`config.mk`:
```
export PLATFORM = sky130hd
export DESIGN_NAME = flso_scada_output
export DESIGN_NICKNAME = d
export VERILOG_FILES = /design/src/core/flso_pkg.sv /design/src/core/flso_tick.sv /design/src/core/flso_scada_output.sv
export SDC_FILE = /design/constraint.sdc
export NUM_CORES = 1
export LEC_CHECK = 0
export BUFFER_PORTS_ARGS = -buffer_cell sky130_fd_sc_hd__buf_2
export CORE_MARGIN = 5
export CORE_UTILIZATION = 50
export DETAILED_ROUTE_END_ITERATION = 8
export PLACE_DENSITY = 0.69
export SYNTH_ARGS = -nofsm -noshare
export SYNTH_HDL_FRONTEND = slang
export SYNTH_HIERARCHICAL = 1
export SYNTH_SLANG_ARGS = --single-unit
export TNS_END_PERCENT = 5
```
`constraint.sdc`:
```
create_clock -name clk_sys_in -period 25.9 [get_ports clk_sys_in]
set_input_delay 5.18 -clock clk_sys_in [delete_from_list [all_inputs] [get_ports clk_sys_in]]
set_output_delay 5.18 -clock clk_sys_in [all_outputs]
set_load 0.01 [all_outputs]
```
`src/core/flso_pkg.sv`:
```
// Operation
// - analog code proportional to fault distance
// - four contacts: phases A, B, C, neutral
// - static switch selects current or voltage range
// - 100 percent line gives 80 percent scale
// - above 110 percent forces full scale
// - lockout blocks later faults from updating
// - clear period expiry forces full scale, opens
// - date/time change clears timers and output
package flso_pkg;
  // converter code width and full scale value
  localparam int unsigned CODE_W        = 12;
  localparam logic [11:0] CODE_FULL     = 12'hfff;
  // fault location in tenths of a percent of line length
  localparam int unsigned LOC_W         = 12;
  localparam logic [11:0] LOC_LIMIT     = 12'h44c;  // 110.0 percent
  // scale: 100.0 percent (1000) maps to 80 percent of 4095
  localparam int unsigned SCALE_NUM     = 3276;
  localparam int unsigned SCALE_DEN     = 1000;
  // timer width and a millisecond tick from the 250 MHz clock
  localparam int unsigned CLK_MHZ       = 250;
  localparam int unsigned TICK_US       = 1000;
  localparam int unsigned TICK_CYC      = CLK_MHZ * TICK_US;
  localparam int unsigned TMR_W         = 16;
  localparam logic [15:0] TMR_ZERO      = 16'h0000;

  // fault type as four contact bits
  typedef struct packed {
    logic a;
    logic b;
    logic c;
    logic n;
  } flso_type_s;

  // one fault result from the location calculation
  typedef struct packed {
    logic [11:0] loc;
    flso_type_s  kind;
  } flso_fault_s;
endpackage : flso_pkg

```
`src/core/flso_tick.sv`:
```
`timescale 1ns/10ps
`default_nettype none
// divider giving a one-cycle enable each period
module flso_tick #(
  parameter int unsigned PERIOD = flso_pkg::TICK_CYC
) (
  input  wire logic clk_sys_in,  // system clock
  input  wire logic rst_in,      // sync reset, high
  output logic      tick_out     // one-cycle enable
);
  typedef struct packed {
    logic [31:0] cnt;  // cycles into period
    logic        tick; // registered pulse
  } flso_tick_s;
  flso_tick_s st;
  flso_tick_s next_st;

  // wrap counter and raise the pulse at the end
  always_comb begin
    next_st = st;
    next_st.tick = 1'b0;
    if (st.cnt >= 32'(PERIOD - 1)) begin
      next_st.cnt  = 32'h0;
      next_st.tick = 1'b1;
    end else begin
      next_st.cnt = st.cnt + 32'h1;
    end
  end

  // register the state
  always_ff @(posedge clk_sys_in) begin
    if (rst_in) begin
      st <= '0;
    end else begin
      st <= next_st;
    end
  end

  assign tick_out = st.tick;
endmodule : flso_tick
`default_nettype wire

```
`src/core/flso_scada_output.sv`:
```
`timescale 1ns/10ps
`default_nettype none
// scada output module: fault distance code and fault type contacts
module flso_scada_output #(
  parameter int unsigned TICK_PERIOD = flso_pkg::TICK_CYC  // cycles per timer tick
) (
  input  wire logic                    clk_sys_in,             // system clock
  input  wire logic                    rst_in,                 // sync reset, high
  input  wire logic                    fault_valid_in,         // one-cycle result strobe
  input  wire flso_pkg::flso_fault_s   fault_in,               // location and type
  input  wire logic [15:0]             update_lockout_period_in, // lockout, ticks
  input  wire logic [15:0]             output_clear_period_in, // clear delay, ticks
  input  wire logic                    date_time_change_in,    // clock setting changed
  input  wire logic                    range_voltage_in,       // static range switch
  output logic [11:0]                  code_out,               // converter code
  output flso_pkg::flso_type_s         contacts_out,           // closed when high
  output logic                         range_voltage_out,      // range to converter
  output logic                         lockout_active_out      // lockout running
);
  typedef struct packed {
    logic [11:0]          code;   // stored output code
    flso_pkg::flso_type_s cont;   // stored contacts
    logic [15:0]          lock;   // lockout ticks left
    logic [15:0]          clr;    // clear ticks left
    logic                 clr_on; // clear timer running
    logic                 rng;    // sampled range switch
    logic                 lock_on; // lockout running, registered for the pin
  } flso_st_s;
  flso_st_s st;
  flso_st_s next_st;
  logic     tick;
  logic     load;
  logic [23:0] prod;

  // millisecond enable for both timers
  flso_tick #(.PERIOD(TICK_PERIOD)) u_tick (
    .clk_sys_in(clk_sys_in),
    .rst_in    (rst_in),
    .tick_out  (tick)
  );

  assign load = fault_valid_in && (st.lock == flso_pkg::TMR_ZERO);
  // scale 100 percent to 80 percent
  assign prod = 24'(fault_in.loc * 24'(flso_pkg::SCALE_NUM) / flso_pkg::SCALE_DEN);

  // next state: load, timers, clear and date change
  always_comb begin
    next_st = st;
    next_st.rng = range_voltage_in;
    // timers count down on the tick
    if (tick && st.lock != flso_pkg::TMR_ZERO) begin
      next_st.lock = st.lock - 16'h1;
    end
    if (tick && st.clr_on) begin
      if (st.clr == flso_pkg::TMR_ZERO) begin
        next_st.clr_on = 1'b0;
        next_st.code   = flso_pkg::CODE_FULL;
        next_st.cont   = '0;
      end else begin
        next_st.clr = st.clr - 16'h1;
      end
    end
    if (load) begin
      if (fault_in.loc > flso_pkg::LOC_LIMIT) begin
        next_st.code = flso_pkg::CODE_FULL;
      end else begin
        next_st.code = prod[11:0];
      end
      next_st.cont   = fault_in.kind;
      next_st.lock   = update_lockout_period_in;
      next_st.clr    = output_clear_period_in;
      next_st.clr_on = 1'b1;
    end
    if (date_time_change_in) begin
      next_st.lock   = flso_pkg::TMR_ZERO;
      next_st.clr    = flso_pkg::TMR_ZERO;
      next_st.clr_on = 1'b0;
      next_st.code   = flso_pkg::CODE_FULL;
      next_st.cont   = '0;
    end
    // flag kept in a flop so the output pin has no decode glitch
    next_st.lock_on = (next_st.lock != flso_pkg::TMR_ZERO);
  end

  // register state; reset parks output invalid
  always_ff @(posedge clk_sys_in) begin
    if (rst_in) begin
      st.code   <= flso_pkg::CODE_FULL;
      st.cont   <= '0;
      st.lock   <= flso_pkg::TMR_ZERO;
      st.clr    <= flso_pkg::TMR_ZERO;
      st.clr_on <= 1'b0;
      st.rng    <= 1'b0;
      st.lock_on <= 1'b0;
    end else begin
      st <= next_st;
    end
  end

  assign code_out           = st.code;
  assign contacts_out       = st.cont;
  assign range_voltage_out  = st.rng;
  assign lockout_active_out = st.lock_on;

  a_limit_full_scale: assert property (@(posedge clk_sys_in) disable iff (rst_in)
    load && fault_in.loc > flso_pkg::LOC_LIMIT && !date_time_change_in
      |=> code_out == flso_pkg::CODE_FULL) else $error("over limit not full scale");
  a_lockout_hold: assert property (@(posedge clk_sys_in) disable iff (rst_in)
    fault_valid_in && lockout_active_out && !date_time_change_in && !tick
      |=> $stable(contacts_out)) else $error("update during lockout");
  a_date_clear: assert property (@(posedge clk_sys_in) disable iff (rst_in)
    date_time_change_in |=> code_out == flso_pkg::CODE_FULL && contacts_out == '0
      && !lockout_active_out) else $error("date change did not clear");
  a_contacts_load: assert property (@(posedge clk_sys_in) disable iff (rst_in)
    load && !date_time_change_in |=> contacts_out == $past(fault_in.kind))
    else $error("contacts not loaded");
  a_code_scale: assert property (@(posedge clk_sys_in) disable iff (rst_in)
    load && fault_in.loc <= flso_pkg::LOC_LIMIT && !date_time_change_in
      |=> code_out == $past(prod[11:0])) else $error("code not scaled");
  a_range_track: assert property (@(posedge clk_sys_in) disable iff (rst_in)
    1'b1 |=> range_voltage_out == $past(range_voltage_in)) else $error("range wrong");
  // first cycle after reset is invalid
  a_reset_park: assert property (@(posedge clk_sys_in)
    rst_in |=> code_out == flso_pkg::CODE_FULL && contacts_out == '0)
    else $error("reset not parked");
  a_load_lock: assert property (@(posedge clk_sys_in) disable iff (rst_in)
    load && !date_time_change_in |=> st.lock == $past(update_lockout_period_in))
    else $error("lockout not started");
  a_clear_expire: assert property (@(posedge clk_sys_in) disable iff (rst_in)
    tick && st.clr_on && st.clr == flso_pkg::TMR_ZERO && !load
      |=> code_out == flso_pkg::CODE_FULL && contacts_out == '0) else $error("clear missed");
endmodule : flso_scada_output
`default_nettype wire

```
==> summary.md <==
| Metric | Value |
|---|---|
| Die width | 180 um |
| Final GP Congestion | 0.959 |
| DRC errors left | 0 |
| Number of sinks handled by clock tree synthesis | 84 |
| Setup slack at placement | 690 ps |
| First-pass GRT wire length | 69300 um |
| Area of combinational cells with multiple inputs | 12000 sq um |
| Peak per-stage delay on the critical path | 720 ps |
| Latest clock arrival within the worst-skew pair | 340 ps |
| Floorplan Core Area | 28500 sq um |
| Nets | 2116 |
| Vias | 15147 |
| Part of the Yosys area used for sequential elements | 11.7% |
| Share of the clock period used by the worst path | 95.1% |
| Cells after synthesis | 1921 |
| TritonCTS clock tree | yes |
| Pins over their slew limit | 0 |
| Number of synthesized register bits | 84 |
| Count of nets left with antenna violations after detail routing | 0 |
| Top Layer Used | met4 |
| Layout cells sized above 1 | 12.0% |
| Fraction of synthesized cell area taken by the top area cell type | 11.7% |
| Detailed-route wire length per cell | 18.0 um |
| Number of synthesized flops with an enable pin | 0 |
| TNS Setup | 0 ps |
| Post-Route Skew | 11.3 ps |
| Crit Path Class | in2reg |
| Master of the slowest instance on the critical path | sky130_fd_sc_hd__o31ai_4 |
| Tightest hold margin | 460 ps |
| First-pass iteration count of the detailed router | 6 |
| Number of unique standard cell types used by synthesis | 136 |
| Post-synth top flop | sky130_fd_sc_hd__dfxtp_1 |
| Number of buffers inserted during clock tree synthesis | 9 |
| Number of hold violations in the final report | 0 |
| I/O pins | 71 |
| Effective utilization at floorplan | 50.3% |
| Detailed placement HPWL | 33700 um |
| Layout overhead on the synthesized area | 6.45% |
| Initial detailed-routing violation count | 1225 |
| Vert. Die Dim | 180 um |
| Data arrival time of the critical path | 24860 ps |
| Asr flop ratio synth | 0% |
| Synthesized area per cell | 7.48 sq um |
| Largest net degree at the start of global routing | 41 |
| Max cap viols | 0 |
| Largest cells by area after synthesis | sky130_fd_sc_hd__dfxtp_1, sky130_fd_sc_hd__ha_1, sky130_fd_sc_hd__xnor2_1, sky130_fd_sc_hd__nor2_1, sky130_fd_sc_hd__nand2_1 |
| Final core occ | 53.6% |
| Tot GR Track Use | 24.7% |
| Sequential cell area | 1680 sq um |
| Cell taking the most area after synthesis | sky130_fd_sc_hd__dfxtp_1 |
| Via count of the first global-routing pass | 13814 |
| Post-detailed-route via-to-cell ratio | 6.47 |
| Hold crit path type | reg2reg |
| Synthesis warning total | 6 |
| Buffering stage count on the worst path with inverters included | 4 |
| Kind of end point of the critical path | flop |
| Post-CTS clock slew at the launch and capture registers of the worst setup and hold paths | 60 ps |
| Std-Cell Rows | 62 |
| Crit path max-delay family | compound AO/OA/AOI/OAI gates |
| Maximum net fanout on the critical path | 20 |
| Data required time at the worst endpoint | 26120 ps |
| Total length of routed met2 wires | 19600 um |
| Min-delay src | contacts_out[3] |
| Sum of met3 wire segment lengths after detailed routing | 2630 um |
| Maximum count of clock buffers along a single path | 2 |
| Minimum clock period | 24630 ps |
| Critical path launch point type | input port |
| Outcome | completed |
| Leftover overflow at the end of global routing | 0 |
| Transition at the pin with the smallest max-transition slack | 1050 ps |
| Met1 layer wirelength in the final routing | 18900 um |
| Reg-to-reg startpoint | st[23] |
| Antenna violations before repair | 0 |
| Cell chosen for the clock root | sky130_fd_sc_hd__clkbuf_16 |
| Area of the mapped netlist | 14400 sq um |
| ANT cells | 0 |
| Final WS setup | 1270 ps |
| Max Freq | 40.6 MHz |
| Worst-case headroom to the max-slew limit | 29.5% |
| H-tree depth | 3 |
| Fill cell count | 2805 |
| Final setup fails | 0 |
| Count of input and output buffers | 70 |
| Die area | 32200 sq um |
| Launch point of the worst path | fault_in[5] |
| Wire length after detailed routing | 42200 um |
==> cell families after synthesis <==
kind of cell    Yosys count  synth area share, %
fa+ha+maj               113                 11.3
xor+xnor                127                 8.00
compound gates          588                 31.6
flops                    84                 11.7
buf+inv                 180                 5.83
mux                      37                 2.78
other cells               1               0.0261
simple gates            791                 28.8
==> Yosys cell counts (22+ instances only) <==
master / n
sky130_fd_sc_hd__nor2_1: 179
sky130_fd_sc_hd__nand2_1: 169
sky130_fd_sc_hd__nor3_1: 102
sky130_fd_sc_hd__a21oi_1: 97
sky130_fd_sc_hd__inv_1: 97
sky130_fd_sc_hd__nand3_1: 88
sky130_fd_sc_hd__dfxtp_1: 84
sky130_fd_sc_hd__ha_1: 84
sky130_fd_sc_hd__xnor2_1: 82
sky130_fd_sc_hd__o21ai_0: 59
sky130_fd_sc_hd__a211oi_1: 44
sky130_fd_sc_hd__xor2_1: 40
sky130_fd_sc_hd__a31oi_1: 34
sky130_fd_sc_hd__nor4_1: 32
sky130_fd_sc_hd__buf_4: 31
sky130_fd_sc_hd__a21o_1: 30
sky130_fd_sc_hd__o22ai_1: 29
sky130_fd_sc_hd__clkbuf_1: 28
sky130_fd_sc_hd__fa_1: 28
sky130_fd_sc_hd__or3_1: 26
sky130_fd_sc_hd__nand4_1: 24
sky130_fd_sc_hd__o21a_1: 24
sky130_fd_sc_hd__o21ai_1: 24
sky130_fd_sc_hd__mux2i_1: 22
sky130_fd_sc_hd__o211ai_1: 22
==> worst paths after layout <==
check                                  endpoint  slack [ps]  depth (start not counted)
worst min-delay path            contacts_out[3]         460                          2
worst max-delay path                code_out[0]        1270                         59
worst min register to register  contacts_out[3]         460                          2
worst max register to register      code_out[0]       21090                         13
==> sequential cells by signal (all words and copies together) (netlist names) <==
signal,flops
st,33
u_tick/st,32
code_out,12
contacts_out,4
lockout_active_out,1
range_voltage_out,1
u_tick/tick_out,1
==> area by class of cell <==
class                   instances  area share (%)
multi-input cells            1670            78.1
flip-flops and latches         84            11.0
repair buffers                 89            3.22
well taps                     384            3.14
inverters                      97            2.38
clock buffers                   9            1.47
clock inverters                 7           0.646
==> through the flow <==
step / cells / instance area [sq um]
6_report: 2340 / 15300
5_1_grt: 2340 / 15300
3_3_place_gp: 2316 / 14900
3_5_place_dp: 2316 / 14900
2_1_floorplan: 1934 / 14400
4_1_cts: 2332 / 15200
==> per-layer routing <==
metal | GRT usage [%] | vias to the layer above
met5 | 0 | -
met4 | 7.50 | 0
met3 | 2.45 | 89
met2 | 40.7 | 582
met1 | 34.3 | 7154
li1 | - | 7322
==> placed cells by master, fill, tap and decap left out, types with 10 or more instances in the layout <==
cell type | netlist | layout
sky130_fd_sc_hd__and3_1 | 21 | 21
sky130_fd_sc_hd__a31oi_1 | 34 | 34
sky130_fd_sc_hd__o21ai_1 | 24 | 24
sky130_fd_sc_hd__inv_1 | 97 | 97
sky130_fd_sc_hd__and2_1 | 15 | 15
sky130_fd_sc_hd__or3_1 | 26 | 26
sky130_fd_sc_hd__xnor2_1 | 82 | 82
sky130_fd_sc_hd__and4_1 | 14 | 14
sky130_fd_sc_hd__mux2i_1 | 22 | 21
sky130_fd_sc_hd__o22ai_1 | 29 | 29
sky130_fd_sc_hd__o211a_1 | 10 | 10
sky130_fd_sc_hd__ha_1 | 84 | 84
sky130_fd_sc_hd__nand2b_1 | 16 | 16
sky130_fd_sc_hd__fa_1 | 28 | 28
sky130_fd_sc_hd__o2111ai_1 | 14 | 14
sky130_fd_sc_hd__nand4_1 | 24 | 24
sky130_fd_sc_hd__dfxtp_1 | 84 | 84
sky130_fd_sc_hd__o21ai_0 | 59 | 59
sky130_fd_sc_hd__xor2_1 | 40 | 39
sky130_fd_sc_hd__nand3_1 | 88 | 88
sky130_fd_sc_hd__o21a_1 | 24 | 24
sky130_fd_sc_hd__conb_1 | 1 | 14
sky130_fd_sc_hd__a211oi_1 | 44 | 43
sky130_fd_sc_hd__nor2_1 | 179 | 179
sky130_fd_sc_hd__a21oi_1 | 97 | 97
sky130_fd_sc_hd__a21o_1 | 30 | 30
sky130_fd_sc_hd__nand2_1 | 169 | 169
sky130_fd_sc_hd__buf_2 | 21 | 70
sky130_fd_sc_hd__or2_2 | 10 | 10
sky130_fd_sc_hd__o211ai_1 | 22 | 22
sky130_fd_sc_hd__nor3_1 | 102 | 102
sky130_fd_sc_hd__o31ai_1 | 21 | 21
sky130_fd_sc_hd__nor2b_1 | 10 | 10
sky130_fd_sc_hd__nor4_1 | 32 | 31
sky130_fd_sc_hd__buf_4 | 31 | 19
==> worst min-delay path, cell delays in order, from the launching register on <==
cell and delay (ps):
sky130_fd_sc_hd__dfxtp_1 310, sky130_fd_sc_hd__nand3_1 60, sky130_fd_sc_hd__a21oi_1 50
==> repair_timing <==
action | in CTS | in global routing
buffers inserted | 0 | 8
hold buffers | 0 | 0
endpoints found under the setup margin | 0 | 2
gates resized for setup | 0 | 8
Power is left out: the tool's default activity adds up to more than one toggle a clock period on the data nets, which glitch-free logic cannot reach.
